## config.mk

```make
export PLATFORM = sky130hd
export DESIGN_NAME = etp_tx_port
export DESIGN_NICKNAME = d
export VERILOG_FILES = /design/src/design/etp_pkg.sv /design/src/design/etp_mon_if.sv /design/src/design/etp_sync.sv /design/src/design/etp_mclk_mon.sv /design/src/design/etp_tx_port.sv
export VERILOG_INCLUDE_DIRS = /design/src /design/src/design
export SDC_FILE = /design/constraint.sdc
export NUM_CORES = 1
export LEC_CHECK = 0
export BUFFER_PORTS_ARGS = -buffer_cell sky130_fd_sc_hd__buf_2
export CORE_AREA = 2 2 119 121
export DETAILED_ROUTE_END_ITERATION = 10
export DIE_AREA = 0 0 121 123
export SYNTH_ARGS = -nofsm -noshare
export SYNTH_HDL_FRONTEND = slang
export SYNTH_SLANG_ARGS = --single-unit
```

## constraint.sdc

```tcl
create_clock -name clk_sys -period 9.6 [get_ports clk_sys]
set_input_delay 0.96 -clock clk_sys [delete_from_list [all_inputs] [get_ports clk_sys]]
set_output_delay 0.96 -clock clk_sys [all_outputs]
set_load 0.03 [all_outputs]
```

## src/design/etp_consts.svh

```systemverilog
// Constants for the E1 transmit port and master clock block
`ifndef ETP_CONSTS_SVH
`define ETP_CONSTS_SVH
`define ETP_CLK_PERIOD_NS 50
`define ETP_LOSS_TIME_NS 10000
`define ETP_LOSS_CYCLES ((`ETP_LOSS_TIME_NS + `ETP_CLK_PERIOD_NS - 1) / `ETP_CLK_PERIOD_NS)
`define ETP_DUTY_MIN_PCT 30
`define ETP_PCT_SCALE 100
`define ETP_ADDR_CFG1 4'h0
`define ETP_ADDR_MODE 4'h1
`define ETP_ADDR_STAT 4'h2
`define ETP_ADDR_ISTS 4'h3
`define ETP_ADDR_IMSK 4'h4
`define ETP_SEL_HI 7
`define ETP_SEL_LO 5
`define ETP_EDGE_BIT 4
`define ETP_INV_BIT 3
`define ETP_CFG1_RST 8'h00
`define ETP_MASK_RST 4'h0
`define ETP_STRAP_BASE 4'h8
`define ETP_STRAP_MAX 4'hb
`define ETP_STRAP_SETTLE 2'h3
`define ETP_INT_LOST 0
`define ETP_INT_RECOV 1
`define ETP_INT_STRAP 2
`define ETP_INT_RAIL 3
`define ETP_SYNC_W 8
`endif

```

## src/design/etp_pkg.sv

```systemverilog
// Types for the E1 transmit port and master clock block
package etp_pkg;
    typedef enum logic [1:0] {
        ETP_MODE_SINGLE_NRZ = 2'b00,
        ETP_MODE_DUAL_NRZ = 2'b01,
        ETP_MODE_DUAL_RZ = 2'b10
    } etp_mode_t;
    typedef enum logic [2:0] {
        ETP_IND_PATTERN = 3'b000,
        ETP_IND_AIS = 3'b001,
        ETP_IND_OVERCURRENT = 3'b010,
        ETP_IND_TX_LOS = 3'b011,
        ETP_IND_EXZ = 3'b100,
        ETP_IND_BPV = 3'b101,
        ETP_IND_EXZ_BPV = 3'b110,
        ETP_IND_SYS_LOS = 3'b111
    } etp_ind_sel_t;
    typedef enum logic [0:0] {
        ETP_MON_RUN = 1'b0,
        ETP_MON_LOST = 1'b1
    } etp_mon_state_t;
endpackage : etp_pkg

```

## src/design/etp_mon_if.sv

```systemverilog
// Master clock monitor status carried to the top
`timescale 1ns/1ps
interface etp_mon_if;
    logic lost;
    logic recovered;
    modport mon (output lost, output recovered);
    modport top (input lost, input recovered);
endinterface : etp_mon_if

```

## src/design/etp_sync.sv

```systemverilog
// Two-stage synchroniser for pin inputs
`timescale 1ns/1ps
module etp_sync #(
    parameter int W = 1
) (
    input wire logic clk_sys,
    input wire logic nrst,
    input wire logic ce,
    input wire logic [W-1:0] din,
    output logic [W-1:0] dout
);
    genvar i;
    generate
        for (i = 0; i < W; i++) begin : g_bit
            // Per-bit flops keep one process per variable
            logic s1_q, s1_d, s2_q, s2_d;
            always_comb begin
                s1_d = ce ? din[i] : s1_q;
                s2_d = ce ? s1_q : s2_q;
            end
            always_ff @(posedge clk_sys) begin
                if (!nrst) begin
                    s1_q <= 1'b0;
                    s2_q <= 1'b0;
                end else begin
                    s1_q <= s1_d;
                    s2_q <= s2_d;
                end
            end
            assign dout[i] = s2_q;
        end
    endgenerate
endmodule : etp_sync

```

## src/design/etp_mclk_mon.sv

```systemverilog
// Master clock duty monitor: loss and recovery per window
`timescale 1ns/1ps
`include "etp_consts.svh"
module etp_mclk_mon
    import etp_pkg::*;
(
    input wire logic clk_sys,
    input wire logic nrst,
    input wire logic ce,
    input wire logic mclk_s,
    etp_mon_if.mon mon
);
    localparam logic [7:0] WIN_LAST = 8'(`ETP_LOSS_CYCLES - 1);
    localparam logic [15:0] DUTY_LIM = 16'(`ETP_DUTY_MIN_PCT * `ETP_LOSS_CYCLES);
    etp_mon_state_t state_q, state_d;
    logic [7:0] win_q, win_d, hi_q, hi_d, hi_tot;
    logic rec_q, rec_d, low_duty;
    always_comb begin
        hi_tot = hi_q + {7'h00, mclk_s};
        low_duty = (16'(hi_tot) * 16'(`ETP_PCT_SCALE)) < DUTY_LIM;
        state_d = state_q;
        win_d = win_q;
        hi_d = hi_q;
        rec_d = 1'b0;
        if (ce) begin
            win_d = (win_q == WIN_LAST) ? 8'h00 : win_q + 8'h01;
            hi_d = (win_q == WIN_LAST) ? 8'h00 : hi_tot;
            if (win_q == WIN_LAST) begin
                case (state_q)
                    ETP_MON_RUN: begin
                        if (low_duty) state_d = ETP_MON_LOST;
                    end
                    ETP_MON_LOST: begin
                        if (!low_duty) begin
                            state_d = ETP_MON_RUN;
                            rec_d = 1'b1;
                        end
                    end
                    default: state_d = ETP_MON_RUN;
                endcase
            end
        end else begin
            rec_d = rec_q;
        end
    end
    always_ff @(posedge clk_sys) begin
        if (!nrst) begin
            state_q <= ETP_MON_RUN;
            win_q <= 8'h00;
            hi_q <= 8'h00;
            rec_q <= 1'b0;
        end else begin
            state_q <= state_d;
            win_q <= win_d;
            hi_q <= hi_d;
            rec_q <= rec_d;
        end
    end
    assign mon.lost = (state_q == ETP_MON_LOST);
    assign mon.recovered = rec_q;
endmodule : etp_mclk_mon

```

## src/design/etp_tx_port.sv

```systemverilog
// E1 transmit system port pin logic with master clock supervision
// Overview of operation
// - Single rail NRZ and dual rail RZ turn the shared negative/indication pin into the indication output.
// - Bits 7 to 5 of tx_config_one pick which alarm the indication output shows.
// - The indication output changes on the active transmit clock edge when that clock exists.
// - The indication output is active high whatever the data polarity setting.
// - In both NRZ modes the clock/negative pin is the transmit clock input.
// - Transmit data is sampled on the active clock edge and the system holds it valid there.
// - Bit 4 of tx_config_one picks the active clock edge for sampling and indication.
// - In dual rail RZ no clock is used and the clock pin carries the negative rail.
// - A master clock under 30% duty for 10 us is lost, and its recovery resets the block.
// - The master clock strap codes 1000 to 1011 give one to four times 2.048 MHz.
// - Bit 3 of tx_config_one sets the active level of the data inputs.
// - A rail pair gives a positive mark, a negative mark, or a space when both are equal.
//
// The implementer's own choices: the plain strobed port and the placing of the registers.
`timescale 1ns/1ps
`include "etp_consts.svh"
module etp_tx_port
    import etp_pkg::*;
(
    input wire logic clk_sys,
    input wire logic nrst,
    input wire logic ce,
    input wire logic [3:0] reg_addr,
    input wire logic [7:0] reg_wdata,
    input wire logic reg_wr,
    input wire logic reg_rd,
    output logic [7:0] reg_rdata,
    input wire logic tx_positive_rail_in,
    input wire logic tx_line_clock_in,
    input wire logic tx_negative_rail_in,
    output logic tx_multiplex_indication_out,
    output logic tx_multiplex_indication_oe_n,
    input wire logic master_clock_in,
    input wire logic [3:0] master_clock_freq_strap,
    input wire logic arbitrary_pattern_status,
    input wire logic system_ais_sent,
    input wire logic tx_overcurrent,
    input wire logic tx_loss_of_signal,
    input wire logic system_excess_zeros,
    input wire logic system_bipolar_violation,
    input wire logic system_loss_of_signal,
    output logic line_pos_mark,
    output logic line_neg_mark,
    output logic line_bit_strobe,
    output logic self_reset_pulse,
    output logic irq
);
    logic [`ETP_SYNC_W-1:0] pins_s;
    logic pos_s, clk_s, neg_s, mclk_s;
    logic [3:0] strap_s;
    etp_mon_if mon_bus ();

    etp_sync #(.W(`ETP_SYNC_W)) u_sync (
        .clk_sys(clk_sys),
        .nrst(nrst),
        .ce(ce),
        .din({master_clock_freq_strap, master_clock_in, tx_negative_rail_in,
              tx_line_clock_in, tx_positive_rail_in}),
        .dout(pins_s)
    );
    assign pos_s = pins_s[0];
    assign clk_s = pins_s[1];
    assign neg_s = pins_s[2];
    assign mclk_s = pins_s[3];
    assign strap_s = pins_s[7:4];

    etp_mclk_mon u_mon (
        .clk_sys(clk_sys),
        .nrst(nrst),
        .ce(ce),
        .mclk_s(mclk_s),
        .mon(mon_bus.mon)
    );

    // Register state
    logic [7:0] cfg_q, cfg_d;
    etp_mode_t mode_q, mode_d;
    logic [3:0] mask_q, mask_d, ists_q, ists_d;
    logic [7:0] rdata_q, rdata_d;
    logic [3:0] strap_q, strap_d;
    logic strap_ok_q, strap_ok_d;
    logic [1:0] settle_q, settle_d;
    logic lost_prev_q, lost_prev_d;
    logic soft_rst, strap_cap;
    logic [3:0] events;

    // Datapath state
    logic clk_prev_q, clk_prev_d, rz_prev_q, rz_prev_d;
    logic ind_q, ind_d, oe_n_q, oe_n_d;
    logic pos_q, pos_d, neg_q, neg_d, stb_q, stb_d;
    logic srst_q, srst_d, irq_q, irq_d;

    // Decoded controls
    etp_ind_sel_t sel;
    logic edge_sel, inv, act_edge, drive, sel_val;
    logic pos_lvl, neg_lvl, rail_both;

    assign sel = etp_ind_sel_t'(cfg_q[`ETP_SEL_HI:`ETP_SEL_LO]);
    assign edge_sel = cfg_q[`ETP_EDGE_BIT];
    assign inv = cfg_q[`ETP_INV_BIT];
    assign soft_rst = mon_bus.recovered;

    always_comb begin
        // Falling edge when the select bit is set, rising otherwise
        act_edge = edge_sel ? (~clk_s & clk_prev_q) : (clk_s & ~clk_prev_q);
        drive = (mode_q != ETP_MODE_DUAL_NRZ);
        // Data levels follow the polarity bit, the indication does not
        pos_lvl = pos_s ^ inv;
        // RZ takes its negative rail from the clock pin
        neg_lvl = ((mode_q == ETP_MODE_DUAL_RZ) ? clk_s : neg_s) ^ inv;
        rail_both = pos_lvl & neg_lvl;
        case (sel)
            ETP_IND_PATTERN: sel_val = arbitrary_pattern_status;
            ETP_IND_AIS: sel_val = system_ais_sent;
            ETP_IND_OVERCURRENT: sel_val = tx_overcurrent;
            ETP_IND_TX_LOS: sel_val = tx_loss_of_signal;
            ETP_IND_EXZ: sel_val = system_excess_zeros;
            ETP_IND_BPV: sel_val = system_bipolar_violation;
            ETP_IND_EXZ_BPV: sel_val = system_excess_zeros | system_bipolar_violation;
            ETP_IND_SYS_LOS: sel_val = system_loss_of_signal;
            default: sel_val = 1'b0;
        endcase
    end

    // Pin datapath
    always_comb begin
        clk_prev_d = clk_prev_q;
        rz_prev_d = rz_prev_q;
        ind_d = ind_q;
        oe_n_d = oe_n_q;
        pos_d = pos_q;
        neg_d = neg_q;
        stb_d = stb_q;
        if (ce) begin
            clk_prev_d = clk_s;
            rz_prev_d = pos_lvl | neg_lvl;
            stb_d = 1'b0;
            oe_n_d = ~drive;
            if (!drive) begin
                ind_d = 1'b0;
            end else if (mode_q == ETP_MODE_DUAL_RZ || act_edge) begin
                ind_d = sel_val;
            end
            case (mode_q)
                ETP_MODE_SINGLE_NRZ: begin
                    if (act_edge) begin
                        pos_d = pos_lvl;
                        neg_d = 1'b0;
                        stb_d = 1'b1;
                    end
                end
                ETP_MODE_DUAL_NRZ: begin
                    if (act_edge) begin
                        pos_d = pos_lvl & ~neg_lvl;
                        neg_d = neg_lvl & ~pos_lvl;
                        stb_d = 1'b1;
                    end
                end
                ETP_MODE_DUAL_RZ: begin
                    if ((pos_lvl | neg_lvl) && !rz_prev_q) begin
                        pos_d = pos_lvl & ~neg_lvl;
                        neg_d = neg_lvl & ~pos_lvl;
                        stb_d = 1'b1;
                    end
                end
                default: begin
                    stb_d = 1'b0;
                end
            endcase
            if (soft_rst) begin
                ind_d = 1'b0;
                pos_d = 1'b0;
                neg_d = 1'b0;
                stb_d = 1'b0;
            end
        end
    end

    always_ff @(posedge clk_sys) begin
        if (!nrst) begin
            clk_prev_q <= 1'b0;
            rz_prev_q <= 1'b0;
            ind_q <= 1'b0;
            oe_n_q <= 1'b0;
            pos_q <= 1'b0;
            neg_q <= 1'b0;
            stb_q <= 1'b0;
        end else begin
            clk_prev_q <= clk_prev_d;
            rz_prev_q <= rz_prev_d;
            ind_q <= ind_d;
            oe_n_q <= oe_n_d;
            pos_q <= pos_d;
            neg_q <= neg_d;
            stb_q <= stb_d;
        end
    end

    // Registers, straps and interrupts
    always_comb begin
        cfg_d = cfg_q;
        mode_d = mode_q;
        mask_d = mask_q;
        ists_d = ists_q;
        rdata_d = rdata_q;
        strap_d = strap_q;
        strap_ok_d = strap_ok_q;
        settle_d = settle_q;
        lost_prev_d = lost_prev_q;
        srst_d = srst_q;
        irq_d = irq_q;
        strap_cap = 1'b0;
        events = 4'h0;
        if (ce) begin
            lost_prev_d = mon_bus.lost;
            events[`ETP_INT_LOST] = mon_bus.lost & ~lost_prev_q;
            events[`ETP_INT_RECOV] = soft_rst;
            events[`ETP_INT_RAIL] = stb_d & rail_both & (mode_q != ETP_MODE_SINGLE_NRZ);
            // Straps are read once the synchroniser has filled
            if (settle_q != `ETP_STRAP_SETTLE) begin
                settle_d = settle_q + 2'h1;
            end
            strap_cap = (settle_q == `ETP_STRAP_SETTLE - 2'h1);
            if (strap_cap) begin
                strap_d = strap_s;
                strap_ok_d = (strap_s >= `ETP_STRAP_BASE) && (strap_s <= `ETP_STRAP_MAX);
                events[`ETP_INT_STRAP] = ~strap_ok_d;
            end
            rdata_d = 8'h00;
            if (reg_rd) begin
                case (reg_addr)
                    `ETP_ADDR_CFG1: rdata_d = cfg_q;
                    `ETP_ADDR_MODE: rdata_d = {6'h00, mode_q};
                    // Lost, strap valid, multiplier minus one, raw code
                    `ETP_ADDR_STAT: rdata_d = {mon_bus.lost, strap_ok_q, strap_q[1:0], strap_q};
                    `ETP_ADDR_ISTS: rdata_d = {4'h0, ists_q};
                    `ETP_ADDR_IMSK: rdata_d = {4'h0, mask_q};
                    default: rdata_d = 8'h00;
                endcase
            end
            if (reg_wr) begin
                case (reg_addr)
                    `ETP_ADDR_CFG1: cfg_d = reg_wdata;
                    `ETP_ADDR_MODE: begin
                        if (reg_wdata[1:0] != 2'b11) mode_d = etp_mode_t'(reg_wdata[1:0]);
                    end
                    `ETP_ADDR_ISTS: ists_d = ists_q & ~reg_wdata[3:0];
                    `ETP_ADDR_IMSK: mask_d = reg_wdata[3:0];
                    default: cfg_d = cfg_q;
                endcase
            end
            // A new event wins over a clear in the same cycle
            ists_d = ists_d | events;
            srst_d = soft_rst;
            if (soft_rst) begin
                cfg_d = `ETP_CFG1_RST;
                mode_d = ETP_MODE_SINGLE_NRZ;
                mask_d = `ETP_MASK_RST;
                settle_d = 2'h0;
            end
            irq_d = |(ists_d & mask_d);
        end
    end

    always_ff @(posedge clk_sys) begin
        if (!nrst) begin
            cfg_q <= `ETP_CFG1_RST;
            mode_q <= ETP_MODE_SINGLE_NRZ;
            mask_q <= `ETP_MASK_RST;
            ists_q <= 4'h0;
            rdata_q <= 8'h00;
            strap_q <= 4'h0;
            strap_ok_q <= 1'b0;
            settle_q <= 2'h0;
            lost_prev_q <= 1'b0;
            srst_q <= 1'b0;
            irq_q <= 1'b0;
        end else begin
            cfg_q <= cfg_d;
            mode_q <= mode_d;
            mask_q <= mask_d;
            ists_q <= ists_d;
            rdata_q <= rdata_d;
            strap_q <= strap_d;
            strap_ok_q <= strap_ok_d;
            settle_q <= settle_d;
            lost_prev_q <= lost_prev_d;
            srst_q <= srst_d;
            irq_q <= irq_d;
        end
    end

    assign reg_rdata = rdata_q;
    assign tx_multiplex_indication_out = ind_q;
    assign tx_multiplex_indication_oe_n = oe_n_q;
    assign line_pos_mark = pos_q;
    assign line_neg_mark = neg_q;
    assign line_bit_strobe = stb_q;
    assign self_reset_pulse = srst_q;
    assign irq = irq_q;
endmodule : etp_tx_port

```

# Yosys cells after proc, flatten, opt, wreduce, memory -nomap -nowiden
# Cells that the tools add are included.
[word_totals] reg_bits=77 latch_bits=0 mem_bits_rw=0 romBits=0 in_bits=32 out_inout_bits=15 word_cells=160 memories=0
[classes] addsub=3 n_mul=1 n_div=0 magnitude_cmp=3 n_eq_ne=22 n_shift=0 mux=47 n_bitwise=23 reduce_logical=23
[ops] operator="two-way mux 8 bit" count=6
[ops] operator="case mux 8 bit (5 select lines)" count=1
[ops] operator="two-way mux 4 bit" count=7
[ops] operator="two-way mux 1 bit" count=23
[ops] operator="less-than comparator 15 x 13 -> 1 bit, second input constant" count=1
[ops] operator="multiplier 8 x 5 -> 13 bit, second input constant" count=1
[ops] operator="== test 3 bit, second input constant" count=4
[ops] operator="two-way mux 2 bit" count=6
[ops] operator="nonzero test 2 bit" count=6
[ops] operator="adder 8 x 1 -> 8 bit" count=1
[ops] operator="adder 8 x 1 -> 8 bit, second input constant" count=1
[ops] operator="bitwise AND 1 bit" count=8
[ops] operator="bitwise AND 4 bit" count=2
[ops] operator="== test 4 x 2 -> 1 bit, second input constant" count=2
[ops] operator="== test 8 bit, second input constant" count=1
[ops] operator="case mux 1 bit (8 select lines)" count=1
[ops] operator="AND reduction 2 bit" count=4
[ops] operator="inverter 1 bit" count=7
[ops] operator="== test 3 x 2 -> 1 bit, second input constant" count=2
[ops] operator="!= test 3 x 1 -> 1 bit, second input constant" count=2
[ops] operator="!= test 3 x 2 -> 1 bit, second input constant" count=2
[ops] operator="case mux 1 bit (3 select lines)" count=2
[ops] operator="AND reduction 5 bit" count=1
[ops] operator="== test 2 bit, second input constant" count=2
[ops] operator="25 further kinds" count=29

# Longest topological paths before layout
# Gate-level depths: netlist (run 1).
[logic_depth] word_depth=14 depth_mapped=15 depth_no_buf=15

# Modules after synthesis
# From an unflattened synthesis (run 1), not the netlist that was laid out.
[hier_totals] hier_cells=538 hier_area_um2=4799.6
[modules_own_cells] mod="etp_tx_port" n_inst=1 cells_each=292 area_per_inst_um2=2457.4 seq_area_each_um2=860.8
[modules_own_cells] mod="etp_mclk_mon" n_inst=1 cells_each=187 area_per_inst_um2=1666.6 seq_area_each_um2=360.3
[modules_own_cells] mod="etp_sync" n_inst=1 cells_each=59 area_per_inst_um2=675.6 seq_area_each_um2=320.3

# Worst setup path after synthesis (run 1)
# No wires, ideal clock.
[synth_path] path_kind="reg-to-reg" start="register u_mon.hi_q[0]" end="register u_mon.state_q, in the netlist u_mon.mon.lost" setup_ns=0.117 arrival_time_ns=3.410 required_time_ns=9.483 slack_ns=6.073 stages_incl_launch_ff=16 path_buffers=0 synth_period_minus_slack_ns=3.527 path_cell_list="dfxtp_1 ha_1 nand3_1 xnor2_1 ha_1 ha_1 inv_1 fa_1 inv_1 ha_1 a211oi_1 nor2_1 xnor2_1 o32ai_1 nand2_1 a32o_1"
[synth_between] elab_chain_cells=4
[synth_rtl] element="from (decl)" line="etp_mclk_mon.sv:16" source="logic [7:0] win_q, win_d, hi_q, hi_d, hi_tot;"
[synth_rtl] element="from (signal assigned)" line="etp_mclk_mon.sv:55" source="hi_q <= hi_d;"
[synth_rtl] element="adder 8 x 1 -> 8 bit" line="etp_mclk_mon.sv:19" source="hi_tot = hi_q + {7'h00, mclk_s};"
[synth_rtl] element="multiplier 8 x 5 -> 13 bit" line="etp_mclk_mon.sv:20" source="low_duty = (16'(hi_tot) * 16'(`ETP_PCT_SCALE)) < DUTY_LIM;"
[synth_rtl] element="less-than comparator 15 x 13 -> 1 bit" line="etp_mclk_mon.sv:20"
[synth_rtl] element="two-way mux 1 bit" line="etp_mclk_mon.sv:31, etp_mclk_mon.sv:34"
[synth_rtl] element="to (signal assigned)" line="etp_mclk_mon.sv:53" source="state_q <= state_d;"
[synth_rtl] element="to (decl)" line="etp_mclk_mon.sv:15" source="etp_mon_state_t state_q, state_d;"
# Every way passes these cells.
# A chain may end at the register's enable or synchronous reset.

# Worst setup path after layout (run 1)
[layout_path] start="register u_mon.hi_q[0]" end="register u_mon.rec_q, in the netlist u_mon.mon.recovered"
[layout_between] elab_chain_cells=6
[layout_rtl] element="adder 8 x 1 -> 8 bit" line="etp_mclk_mon.sv:19"
[layout_rtl] element="multiplier 8 x 5 -> 13 bit" line="etp_mclk_mon.sv:20"
[layout_rtl] element="less-than comparator 15 x 13 -> 1 bit" line="etp_mclk_mon.sv:20"
[layout_rtl] element="two-way mux 1 bit" line="etp_mclk_mon.sv:34" source="if (!low_duty) begin"
[layout_rtl] element="two-way mux 1 bit" line="etp_mclk_mon.sv:29" source="case (state_q)"
[layout_rtl] element="two-way mux 1 bit" line="etp_mclk_mon.sv:28" source="if (win_q == WIN_LAST) begin"
[layout_rtl] element="to (signal assigned)" line="etp_mclk_mon.sv:56" source="rec_q <= rec_d;"
[layout_rtl] element="to (decl)" line="etp_mclk_mon.sv:17" source="logic rec_q, rec_d, low_duty;"
# Every way passes these cells.

==> impl_results.rst, run 1 <==
.. list-table::
   :header-rows: 1

   * - Metric
     - Value
   * - Run status
     - complete, no violations
   * - Setup bufs post-CTS
     - 0
   * - Post-synthesis sequential element count
     - 77
   * - Detailed-placement wirelength estimate
     - between 7000 and 8000 um
   * - Average vias per placed instance
     - ~5
   * - Required time of the worst setup path
     - 9.85 ns
   * - Min cycle time layout
     - 3.917 ns
   * - Root Driver
     - sky130_fd_sc_hd__clkbuf_16
   * - Sequential share of the synthesized area
     - 0.3301
   * - Dominant cell type by area after synthesis
     - sky130_fd_sc_hd__dfxtp_1
   * - Post-synthesis instance area
     - 4669 sq um
   * - Count of endpoints failing setup in the final report
     - 0
   * - Crit end category
     - register
   * - Final slew viol count
     - 0
   * - Cts repair resizes
     - 0
   * - Max Buffers Root-to-Sink
     - 2
   * - Proportion of register bits with asynchronous set or reset after synthesis
     - 0
   * - Sum of negative setup slack
     - 0 ns
   * - Number of nets in the layout
     - ~630
   * - Number of max-cap violations
     - 0
   * - TritonCTS clock tree
     - yes
   * - CTS clock-pin slew for the worst setup and hold paths
     - approximately 0.06 ns
   * - Per-cell routed wire length
     - roughly 14 um
   * - Number of hold buffers added after CTS
     - 0
   * - Worst reg2reg startpoint
     - u_mon.hi_q[0]$_SDFFE_PN0P_
   * - Number of synthesized flops with an enable pin
     - 0
   * - Worst skew pair latency
     - around 0.34 ns
   * - Reg-to-reg endpoint
     - u_mon.mon.recovered$_SDFFE_PN0P_
   * - Row cnt
     - 43
   * - Startpoint type of the worst setup path
     - register
   * - Number of instances in the synthesized netlist
     - between 500 and 600
   * - TritonCTS sink count
     - between 70 and 80
   * - Crit-path cells
     - ha_1, nand3_1, xnor2_1, ha_1, ha_1, inv_1, fa_1, inv_1, ha_1, a211oi_1, nor2_1, xnor2_1, o32ai_1, a211oi_1, o31ai_1
   * - Transition time of the tightest slew-check pin
     - approximately 0.96 ns
   * - Wire length of the first global-routing pass
     - roughly 17000 um
   * - PortBufs
     - 46
   * - Clock Skews
     - roughly 0.0040 ns
   * - Number of cells traversed by the worst register-to-register path
     - 15
   * - Category of the critical setup timing path
     - register to register
   * - Arrival time at the worst endpoint
     - roughly 4.2 ns
   * - Global Route Usage Sum
     - 0.1440
   * - Final std cell area, no fill
     - between 5000 and 6000 sq um
   * - FMAX
     - between 0.2 and 0.3 GHz
   * - Number of warnings printed during yosys synthesis
     - 0
   * - Total number of vias
     - between 3k and 4k
   * - Count of cells along the worst hold path
     - 2
   * - Leakage power of the design
     - approximately 2.2 nW
   * - Pwr Density
     - 144.8 nW/um^2
   * - Top cells by area, synth
     - sky130_fd_sc_hd__dfxtp_1 33%, sky130_fd_sc_hd__ha_1 9.9%, sky130_fd_sc_hd__mux2i_1 8.1%
   * - CTS H-tree lvls
     - 3
   * - Most Frequent Cell on Critical Path
     - sky130_fd_sc_hd__ha_1
   * - Total overflow reported by the global router
     - 0
   * - Worst-path fanout max
     - 6
   * - Share of the synthesized area in the top cell type
     - 0.3301
   * - Relative slew slack
     - 0.3623
   * - RePlAce Congestion
     - around 0.82
   * - Type of the tightest min-delay check
     - register to register
   * - Flip-flop cell with the highest count after synthesis
     - sky130_fd_sc_hd__dfxtp_1
   * - Synthesized area per cell
     - between 8 and 9 sq um
   * - Area added between synthesis and finish
     - 15.03%
   * - Die height
     - approximately 120 um
   * - Pin count of the biggest net entering global routing
     - 89
   * - Top-level I/O count
     - 47
   * - Post-route fraction of the period consumed by the critical path
     - 0.4080
   * - Detailed-route wire length
     - around 10000 um
   * - Starting utilization of the core area
     - 0.3430
   * - Die boundary width
     - 121 um
   * - Antenna violations before repair
     - 0
   * - Final ANT Viol Nets
     - 0
   * - Final hold violations
     - 0
   * - Via count of the first global-routing pass
     - about 3.6k
   * - Hold EP
     - line_pos_mark$_SDFFE_PN0P_
   * - Number of distinct library cells after synthesis
     - 57
   * - First-pass DRT Iterations
     - 4
   * - Mapped Nets
     - 602
   * - Highest cell delay on the worst timing path
     - roughly 0.5 ns
   * - Register-to-register path setup slack
     - 5.68 ns
   * - Number of antenna cells inserted
     - 0
   * - Total clock buffers created by CTS
     - 9
   * - Die area
     - about 15000 sq um
   * - Fraction of final layout cells sized beyond drive strength 1
     - 0.1204
   * - RSZ-0062 raised after global routing
     - false
   * - Core Footprint
     - ~14000 sq um
   * - Cell with the largest stage delay on the worst path
     - sky130_fd_sc_hd__fa_1
   * - Instance area at placement
     - between 5000 and 6000 sq um
   * - DRC errors left
     - 0
   * - Worst vdd ir
     - between 0.09 and 0.1 mV
   * - Drt initial violations
     - ~220
   * - Startpoint of the most critical hold path
     - line_pos_mark$_SDFFE_PN0P_
synthesized netlist by cell type, drive strengths merged, types with 2 or more instances:
cell,count
nand2,37
nor4b,2
nand2b,11
inv,25
a31oi,3
o21a,8
or3,4
and2,20
a211o,2
nand4,7
a22oi,8
nand3b,6
a21boi,20
xor2,5
fa,3
clkbuf,17
o22ai,15
o211ai,3
o21ai,11
a32oi,2
a211oi,6
nor2b,43
a21oi,17
dfxtp,77
and3,3
mux2i,38
nor3b,4
buf,12
nor2,18
ha,37
nand3,24
nor3,8
xnor2,15
metal layers:
metal / part of all wire / wire length (um) / track usage / vias up
li1: - / - / - / 1945
met1: 0.50 / 5036 / 0.1967 / 1806
met2: 0.46 / 4612 / 0.2258 / 49
met3: 0.035 / 350 / 0.03413 / 9
met4: 0.012 / 118 / 0.04360 / 0
met5: 0 / 0 / 0 / -
report_power, final:
group / internal [mW] / total [mW] / switching [mW] / leakage (nW)
clock: 0.260 / 0.393 / 0.133 / 0.165
sequential: 0.326 / 0.331 / 0.00493 / 0.624
combinational: 0.0240 / 0.0536 / 0.0297 / 1.45
stage by stage:
stage	cells	power [mW]	worst slack, ns	hold slack (ns)	utilization
floorplan	530	0.3752	6.073	0.4428	-
global route	745	0.8073	5.321	0.4898	0.3946
finish	745	0.7780	5.683	0.4719	0.3946
detailed placement	729	0.3919	5.715	0.4677	0.3690
global placement	729	0.3908	5.851	0.4579	0.3690
CTS	745	0.7882	5.677	0.4761	0.3946
layout by cell type, fill, tap and decap left out, types with 9 or more instances in the layout:
cell                         n
sky130_fd_sc_hd__mux2i_1    38
sky130_fd_sc_hd__nor2b_1    43
sky130_fd_sc_hd__nand2_1    37
sky130_fd_sc_hd__a21oi_1    17
sky130_fd_sc_hd__and2_1     19
sky130_fd_sc_hd__nand2b_1   11
sky130_fd_sc_hd__inv_1      25
sky130_fd_sc_hd__xnor2_1    15
sky130_fd_sc_hd__buf_2      46
sky130_fd_sc_hd__clkbuf_16   9
sky130_fd_sc_hd__ha_1       37
sky130_fd_sc_hd__a21boi_0   20
sky130_fd_sc_hd__nor2_1     18
sky130_fd_sc_hd__o22ai_1    15
sky130_fd_sc_hd__nand3_1    24
sky130_fd_sc_hd__o21ai_0    10
sky130_fd_sc_hd__dfxtp_1    77
logic make-up (layout without fill, tap and decap cells):
family,after synthesis,in the layout,share of synthesized area
buffers and inverters,54,89,0.04528
AND/OR/NAND/NOR,193,193,0.2296
multiplexers,39,39,0.08628
AO/OA/AOI/OAI,106,106,0.1543
flip-flops,77,77,0.3301
adder cells (fa/ha/maj),40,40,0.1120
XOR/XNOR,21,21,0.04234
how the worst max path moves through the flow:
stage / cells past startpoint / startpoint / to
2_1_floorplan: 15 / u_mon.hi_q[0]$_SDFFE_PN0P_ / u_mon.mon.lost$_SDFFE_PN0P_
5_1_grt: 15 / u_sync.g_bit[3].s2_q$_SDFFE_PN0P_ / u_mon.mon.recovered$_SDFFE_PN0P_
3_3_place_gp: 15 / u_mon.hi_q[0]$_SDFFE_PN0P_ / u_mon.mon.lost$_SDFFE_PN0P_
6_report: 15 / u_mon.hi_q[0]$_SDFFE_PN0P_ / u_mon.mon.recovered$_SDFFE_PN0P_
4_1_cts: 15 / u_mon.hi_q[0]$_SDFFE_PN0P_ / u_mon.mon.recovered$_SDFFE_PN0P_
3_5_place_dp: 15 / u_mon.hi_q[0]$_SDFFE_PN0P_ / u_mon.mon.recovered$_SDFFE_PN0P_
worst max-delay path, delay by kind of cell, from the launching register on:
kind / cells / cell delay (ns)
AO/OA/AOI/OAI: 4 / 1.04
XOR/XNOR: 2 / 0.32
adder cells (fa/ha/maj): 5 / 1.69
buffers and inverters: 2 / 0.10
flip-flops: 1 / 0.37
AND/OR/NAND/NOR: 2 / 0.32
area by class of cell:
cell class | count | area (sq um)
Clock buffer | 10 | 239.0
Clock inverter | 6 | 110.1
Fill cell | 1371 | 8240
Inverter | 25 | 93.84
Multi-Input combinational cell | 399 | 2917
Sequential cell | 77 | 1541
Tap cell | 180 | 225.2
Timing Repair Buffer | 48 | 245.2
flip-flops by register name, summed over array words and instances (netlist names), 2 cells and up:
signal and flops:
u_sync.g_bit.s1_q 8, cfg_q 8, settle_q 2, reg_rdata 8, u_mon.hi_q 8, mask_q 4
u_sync.g_bit.s2_q 8, u_mon.win_q 8, strap_q 4, mode_q 2, ists_q 4
(Power assumes the default switching activity.)
==> run 2: changes to the inputs <==
==> constraint.sdc (replaced) <==
create_clock -name clk_sys -period 4.1 [get_ports clk_sys]
set_input_delay 0.41 -clock clk_sys [delete_from_list [all_inputs] [get_ports clk_sys]]
set_output_delay 0.41 -clock clk_sys [all_outputs]
set_load 0.03 [all_outputs]
==> impl_results.rst, run 2 (synthesis results as in run 1) <==
.. list-table::
   :header-rows: 1

   * - Metric
     - Value
   * - Sw frac
     - 0.2318
   * - Register-to-register path setup slack
     - between 0.3 and 0.4 ns
   * - Most common cell after layout, fill and taps aside
     - sky130_fd_sc_hd__dfxtp_1
   * - Max Buffers Root-to-Sink
     - 2
   * - PortBufs
     - 46
   * - Row cnt
     - 43
   * - Net switching power figure
     - a little over 0.4 mW
   * - Clock Skews
     - between 0.008 and 0.009 ns
   * - Core Footprint
     - 13610 sq um
   * - Starting utilization of the core area
     - 0.3430
   * - Area added between synthesis and finish
     - 15.62%
   * - Crit end category
     - register
   * - Count of endpoints failing setup in the final report
     - 0
   * - PnR Total Power
     - between 1.5 and 2 mW
   * - Post-route fraction of the period consumed by the critical path
     - 0.9175
   * - Final hold violations
     - 0
   * - Number of antenna cells inserted
     - 0
   * - RePlAce Congestion
     - between 0.8 and 0.9
   * - Per-cell routed wire length
     - ~14 um
   * - Worst-path fanout max
     - 6
   * - CTS H-tree lvls
     - 3
   * - Total overflow reported by the global router
     - 0
   * - CTS clock-pin slew for the worst setup and hold paths
     - roughly 0.060 ns
   * - Top-level I/O count
     - between 40 and 50
   * - Transition time of the tightest slew-check pin
     - a little over 0.8 ns
   * - Worst reg2reg startpoint
     - u_mon.hi_q[0]$_SDFFE_PN0P_
   * - Fraction of power consumed by the clock network
     - 0.489
   * - FMAX
     - approximately 0.27 GHz
   * - TritonCTS clock tree
     - yes
   * - Reg-to-reg endpoint
     - u_mon.mon.lost$_SDFFE_PN0P_
   * - Average vias per placed instance
     - 5.123
   * - Startpoint type of the worst setup path
     - register
   * - Die boundary width
     - about 120 um
   * - Root Driver
     - sky130_fd_sc_hd__clkbuf_16
   * - Drt initial violations
     - about 250
   * - Global Route Usage Sum
     - 0.1420
   * - DRC errors left
     - 0
   * - Most frequent cells in the layout
     - 77 x sky130_fd_sc_hd__dfxtp_1, 46 x sky130_fd_sc_hd__buf_2, 43 x sky130_fd_sc_hd__nor2b_1
   * - Worst skew pair latency
     - around 0.34 ns
   * - Die area
     - between 10000 and 15000 sq um
   * - Leakage power of the design
     - ~2.3 nW
   * - Detailed-placement wirelength estimate
     - ~7500 um
   * - Fraction of final layout cells sized beyond drive strength 1
     - 0.1333
   * - Arrival time at the worst endpoint
     - 3.99 ns
   * - Cell internal power dissipation
     - approximately 1.4 mW
   * - Number of hold buffers added after CTS
     - 0
   * - Wire length of the first global-routing pass
     - around 17000 um
   * - Total number of vias
     - 3842
   * - Fill count
     - between 1k and 1.5k
   * - Total clock buffers created by CTS
     - 9
   * - Die height
     - between 100 and 150 um
   * - Antenna violations before repair
     - 0
   * - Hold EP
     - u_sync.g_bit[0].s1_q$_SDFFE_PN0P_
   * - First-pass DRT Iterations
     - 5
   * - Startpoint of the most critical hold path
     - tx_positive_rail_in
   * - Relative slew slack
     - 0.4596
   * - Sum of negative setup slack
     - 0 ns
   * - TritonCTS sink count
     - just under 80
   * - Category of the critical setup timing path
     - register to register
   * - Run status
     - complete, no violations
   * - Detailed-route wire length
     - between 10000 and 15000 um
   * - Number of nets in the layout
     - roughly 640
   * - Sequential fraction of design power
     - 0.439
   * - Count of cells along the worst hold path
     - 3
   * - Final ANT Viol Nets
     - 0
   * - Worst vdd ir
     - roughly 0.24 mV
   * - Pin count of the biggest net entering global routing
     - 76
   * - Combinational Power Share
     - 0.072
   * - Final slew viol count
     - 0
   * - Pwr Density
     - around 330 nW/um^2
   * - Type of the tightest min-delay check
     - primary input to register
   * - Required time of the worst setup path
     - around 4.3 ns
   * - Number of max-cap violations
     - 0
   * - Number of cells traversed by the worst register-to-register path
     - 15
   * - Min cycle time layout
     - 3.762 ns
   * - Via count of the first global-routing pass
     - ~3.6k
[run 2: cell types whose count changed in the layout (fill, tap and decap cells not counted), sizes merged]
cell      change
clkinvlp      -1
bufinv        -1
buf           +5
clkbuf        -1
inv           +1
clkinv        +2
[run 2: worst max-delay path by stage]
| stage | end | from | slack, ns | cells past startpoint |
|---|---|---|---|---|
| CTS | u_mon.mon.recovered$_SDFFE_PN0P_ | u_mon.hi_q[0]$_SDFFE_PN0P_ | 0.19 | 15 |
| finish | u_mon.mon.lost$_SDFFE_PN0P_ | u_mon.hi_q[0]$_SDFFE_PN0P_ | 0.34 | 15 |
| floorplan | u_mon.mon.lost$_SDFFE_PN0P_ | u_mon.hi_q[0]$_SDFFE_PN0P_ | 0.57 | 15 |
| global placement | u_mon.mon.lost$_SDFFE_PN0P_ | u_mon.hi_q[0]$_SDFFE_PN0P_ | 0.36 | 15 |
| detailed placement | u_mon.mon.lost$_SDFFE_PN0P_ | u_sync.g_bit[3].s2_q$_SDFFE_PN0P_ | 0.21 | 15 |
| global route | u_mon.mon.lost$_SDFFE_PN0P_ | u_sync.g_bit[3].s2_q$_SDFFE_PN0P_ | -0.02 | 15 |
[run 2: layout make-up]
cell class	instances	area, sq um	area share
Clock inverter	7	98.84	0.01831
Sequential cell	77	1541	0.2855
Timing Repair Buffer	53	282.8	0.05238
Clock buffer	9	225.2	0.04171
Inverter	25	93.84	0.01738
Tap cell	180	225.2	0.04171
Multi-Input combinational cell	399	2932	0.5430
[run 2: per-stage QoR]
step / instance area [sq um] / cells / utilization / setup WS (ns) / hold slack (ns)
floorplan: 4669 / 530 / - / 0.5727 / 0.4428
global placement: 5052 / 733 / 0.3712 / 0.3630 / 0.4592
detailed placement: 5052 / 733 / 0.3712 / 0.2107 / 0.4646
CTS: 5376 / 749 / 0.3950 / 0.1901 / 0.3198
global route: 5399 / 750 / 0.3966 / -0.01591 / 0.3323
finish: 5399 / 750 / 0.3966 / 0.3384 / 0.3319
[run 2: power by group through the flow]
stage               registers [mW]  clock network, mW  logic (mW)
floorplan                    0.790                  0      0.0883
global placement             0.791                  0       0.124
detailed placement           0.792                  0       0.127
CTS                          0.775              0.887       0.127
global route                 0.777              0.910       0.142
finish                       0.776              0.863       0.127
[run 2: routing by layer]
metal  track usage  vias to the layer above  wire length [um]  part of all wire
met5             0                        -                 0                 0
met4       0.05015                        0               156             0.015
met3       0.02629                       16               474             0.046
met2        0.2216                       88              4668              0.46
met1        0.1965                     1791              4948              0.48
li1              -                     1947                 -                 -
[run 2: what timing repair did]
| action | in CTS | in global routing |
|---|---|---|
| hold endpoints to repair | 0 | 0 |
| gates resized for setup | 0 | 4 |
| buffers inserted | 0 | 1 |
| setup endpoints to repair | 0 | 2 |
[run 2: critical path, stage by stage, from the launching register on]
cell and delay [ns]:
sky130_fd_sc_hd__dfxtp_1 0.37, sky130_fd_sc_hd__ha_2 0.25, sky130_fd_sc_hd__nand3_1 0.20, sky130_fd_sc_hd__xnor2_1 0.18, sky130_fd_sc_hd__ha_1 0.28, sky130_fd_sc_hd__ha_1 0.27
sky130_fd_sc_hd__inv_1 0.05, sky130_fd_sc_hd__fa_1 0.50, sky130_fd_sc_hd__inv_1 0.04, sky130_fd_sc_hd__ha_1 0.34, sky130_fd_sc_hd__a211oi_2 0.26, sky130_fd_sc_hd__nor2_1 0.09
sky130_fd_sc_hd__xnor2_1 0.13, sky130_fd_sc_hd__o32ai_1 0.38, sky130_fd_sc_hd__nand2_1 0.10, sky130_fd_sc_hd__a32o_1 0.20
==> run 3: changes to the inputs <==
--- a/config.mk
+++ b/config.mk
@@ -6,10 +6,11 @@
 export SDC_FILE = /design/constraint.sdc
 export NUM_CORES = 1
 export LEC_CHECK = 0
-export BUFFER_PORTS_ARGS = -buffer_cell sky130_fd_sc_hd__buf_2
+export BUFFER_PORTS_ARGS = -buffer_cell sky130_fd_sc_hd__buf_4
 export CORE_AREA = 2 2 119 121
 export DETAILED_ROUTE_END_ITERATION = 10
 export DIE_AREA = 0 0 121 123
+export GPL_TIMING_DRIVEN = 1
 export SYNTH_ARGS = -nofsm -noshare
 export SYNTH_HDL_FRONTEND = slang
 export SYNTH_SLANG_ARGS = --single-unit
==> impl_results.rst, run 3 (synthesis results as in run 1) <==
.. list-table::
   :header-rows: 1

   * - Metric
     - Value
   * - Root Driver
     - sky130_fd_sc_hd__clkbuf_16
   * - Worst reg2reg startpoint
     - u_mon.hi_q[0]$_SDFFE_PN0P_
   * - Startpoint type of the worst setup path
     - register
   * - Type of the tightest min-delay check
     - primary input to register
   * - Detailed-placement wirelength estimate
     - 7375 um
   * - Arrival time at the worst endpoint
     - ~4 ns
   * - CTS H-tree lvls
     - 3
   * - Antenna violations before repair
     - 0
   * - Net switching power figure
     - ~0.4 mW
   * - Total overflow reported by the global router
     - 0
   * - Required time of the worst setup path
     - ~4.4 ns
   * - Count of endpoints failing setup in the final report
     - 0
   * - Number of cells traversed by the worst register-to-register path
     - 15
   * - Count of cells along the worst hold path
     - 3
   * - Area added between synthesis and finish
     - 17.15%
   * - Combinational Power Share
     - 0.082
   * - Global Route Usage Sum
     - 0.1432
   * - Number of max-cap violations
     - 0
   * - RePlAce Congestion
     - between 0.8 and 0.9
   * - Worst Slack Setup Final
     - around 0.36 ns
   * - Detailed-route wire length
     - roughly 10000 um
   * - Post-Route Utilization
     - 0.4019
   * - Top-level I/O count
     - 47
   * - Total clock buffers created by CTS
     - 9
   * - PnR Total Power
     - about 1.6 mW
   * - Wire length of the first global-routing pass
     - about 17000 um
   * - Starting utilization of the core area
     - 0.3430
   * - Buffer and inverter count on the worst path
     - 2
   * - Final ANT Viol Nets
     - 0
   * - Worst-path fanout max
     - 6
   * - Worst vdd ir
     - roughly 0.20 mV
   * - FMAX
     - between 0.2 and 0.3 GHz
   * - Most Frequent Cell on Critical Path
     - sky130_fd_sc_hd__ha_1
   * - Startpoint of the most critical hold path
     - master_clock_freq_strap[1]
   * - Final std cell area, no fill
     - ~5500 sq um
   * - Via count of the first global-routing pass
     - between 3k and 4k
   * - Per-cell routed wire length
     - between 10 and 15 um
   * - Leakage power of the design
     - 2.262 nW
   * - Die height
     - roughly 120 um
   * - Storage element area
     - 1541 sq um
   * - Reg-to-reg endpoint
     - u_mon.mon.lost$_SDFFE_PN0P_
   * - Fill count
     - 1365
   * - Fraction of final layout cells sized beyond drive strength 1
     - 0.1340
   * - Most frequent cells in the layout
     - 77 x sky130_fd_sc_hd__dfxtp_1, 50 x sky130_fd_sc_hd__buf_4, 43 x sky130_fd_sc_hd__nor2b_1
   * - TritonCTS clock tree
     - yes
   * - Fraction of power consumed by the clock network
     - 0.446
   * - Crit-path cells
     - ha_1, nand4_1, xnor2_2, ha_1, ha_1, inv_1, fa_1, inv_1, ha_1, o21ai_0, o21ai_0, a21oi_1, xnor2_1, nor4b_1, a32o_1
   * - Largest delay contributor family on the critical path
     - adder cells
   * - Run status
     - complete, no violations
   * - Drt initial violations
     - 260
   * - Post-route fraction of the period consumed by the critical path
     - 0.9112
   * - Hold EP
     - u_sync.g_bit[5].s1_q$_SDFFE_PN0P_
   * - Pin count of the biggest net entering global routing
     - just under 80
   * - Worst skew pair latency
     - between 0.3 and 0.4 ns
   * - Relative slew slack
     - 0.4274
   * - Instance area at placement
     - about 5100 sq um
   * - Category of the critical setup timing path
     - register to register
   * - TritonCTS sink count
     - between 70 and 80
   * - Average vias per placed instance
     - approximately 5.1
   * - Sw frac
     - 0.2376
   * - Most common cell after layout, fill and taps aside
     - sky130_fd_sc_hd__dfxtp_1
   * - PortBufs
     - 46
   * - Die boundary width
     - roughly 120 um
   * - Max Buffers Root-to-Sink
     - 2
   * - Row cnt
     - 43
   * - Number of nets in the layout
     - about 630
   * - Clock Skews
     - roughly 0.0073 ns
   * - Final hold violations
     - 0
   * - CTS clock-pin slew for the worst setup and hold paths
     - ~0.060 ns
   * - Core Footprint
     - 13610 sq um
   * - Pwr Density
     - 300.1 nW/um^2
   * - Min cycle time layout
     - between 3 and 4 ns
   * - Highest cell delay on the worst timing path
     - about 0.52 ns
   * - Combined area of the multi-input logic cells
     - approximately 3000 sq um
   * - Crit end category
     - register
   * - Register-to-register path setup slack
     - 0.36 ns
   * - Worst-case setup slack after placement
     - 0.2402 ns
   * - Total number of vias
     - about 3.8k
   * - Cell internal power dissipation
     - about 1.3 mW
   * - Number of antenna cells inserted
     - 0
   * - First-pass DRT Iterations
     - 4
   * - Final slew viol count
     - 0
   * - Transition time of the tightest slew-check pin
     - 0.8577 ns
   * - Die area
     - between 10000 and 15000 sq um
   * - Cell with the largest stage delay on the worst path
     - sky130_fd_sc_hd__fa_1
   * - Sequential fraction of design power
     - 0.473
   * - DRC errors left
     - 0
-- run 3: power by group through the flow --
stage	Combinational (mW)	Sequential (mW)	Clock, mW
after global placement	0.131	0.792	0
after detailed placement	0.134	0.793	0
after floorplan	0.0883	0.790	0
final	0.134	0.776	0.731
after CTS	0.135	0.776	0.749
after global routing	0.148	0.778	0.784
-- run 3: final cells by class --
| type | count | area share |
|---|---|---|
| Tap cell | 180 | 0.04117 |
| Sequential cell | 77 | 0.2818 |
| Clock buffer | 10 | 0.04369 |
| Clock inverter | 6 | 0.007091 |
| Inverter | 25 | 0.01715 |
| Timing Repair Buffer | 50 | 0.06862 |
| Multi-Input combinational cell | 399 | 0.5405 |
-- run 3: worst register-to-register path, cell delays in order, from the launching register on --
cell and delay, ns:
sky130_fd_sc_hd__dfxtp_1 0.35, sky130_fd_sc_hd__ha_1 0.21, sky130_fd_sc_hd__nand4_1 0.16, sky130_fd_sc_hd__xnor2_2 0.29, sky130_fd_sc_hd__ha_1 0.29, sky130_fd_sc_hd__ha_1 0.28
sky130_fd_sc_hd__inv_1 0.05, sky130_fd_sc_hd__fa_1 0.52, sky130_fd_sc_hd__inv_1 0.04, sky130_fd_sc_hd__ha_1 0.37, sky130_fd_sc_hd__o21ai_0 0.23, sky130_fd_sc_hd__o21ai_0 0.12
sky130_fd_sc_hd__a21oi_1 0.20, sky130_fd_sc_hd__xnor2_1 0.11, sky130_fd_sc_hd__nor4b_1 0.29, sky130_fd_sc_hd__a32o_1 0.16
-- run 3: per-layer routing --
layer	vias up	part of all wire	GRT usage
met5	-	0	0
met4	0	0.0095	0.04070
met3	8	0.034	0.03090
met2	69	0.47	0.2258
met1	1786	0.49	0.1973
li1	1935	-	-
-- run 3: per-stage QoR --
step / TNS [ns] / hold slack (ns) / cells
finish: 0 / 0.3385 / 747
global route: -0.001850 / 0.3229 / 747
CTS: 0 / 0.3250 / 745
detailed placement: 0 / 0.4697 / 729
global placement: 0 / 0.4627 / 729
floorplan: 0 / 0.4428 / 530
-- run 3: how the worst max path moves through the flow --
stage / from / slack [ns] / depth (start not counted) / endpoint
floorplan: u_mon.hi_q[0]$_SDFFE_PN0P_ / 0.57 / 15 / u_mon.mon.lost$_SDFFE_PN0P_
global placement: u_mon.hi_q[0]$_SDFFE_PN0P_ / 0.37 / 15 / u_mon.mon.lost$_SDFFE_PN0P_
detailed placement: u_mon.hi_q[0]$_SDFFE_PN0P_ / 0.24 / 15 / u_mon.mon.lost$_SDFFE_PN0P_
CTS: u_mon.hi_q[0]$_SDFFE_PN0P_ / 0.23 / 14 / u_mon.mon.lost$_SDFFE_PN0P_
global route: u_mon.hi_q[0]$_SDFFE_PN0P_ / -0.002 / 15 / u_mon.mon.lost$_SDFFE_PN0P_
finish: u_mon.hi_q[0]$_SDFFE_PN0P_ / 0.36 / 15 / u_mon.mon.lost$_SDFFE_PN0P_
-- run 3: repair_timing --
action / CTS / global route
endpoints found under the setup margin: 0 / 2
gates resized for setup: 0 / 6
buffers inserted: 0 / 2
hold buffers: 0 / 0
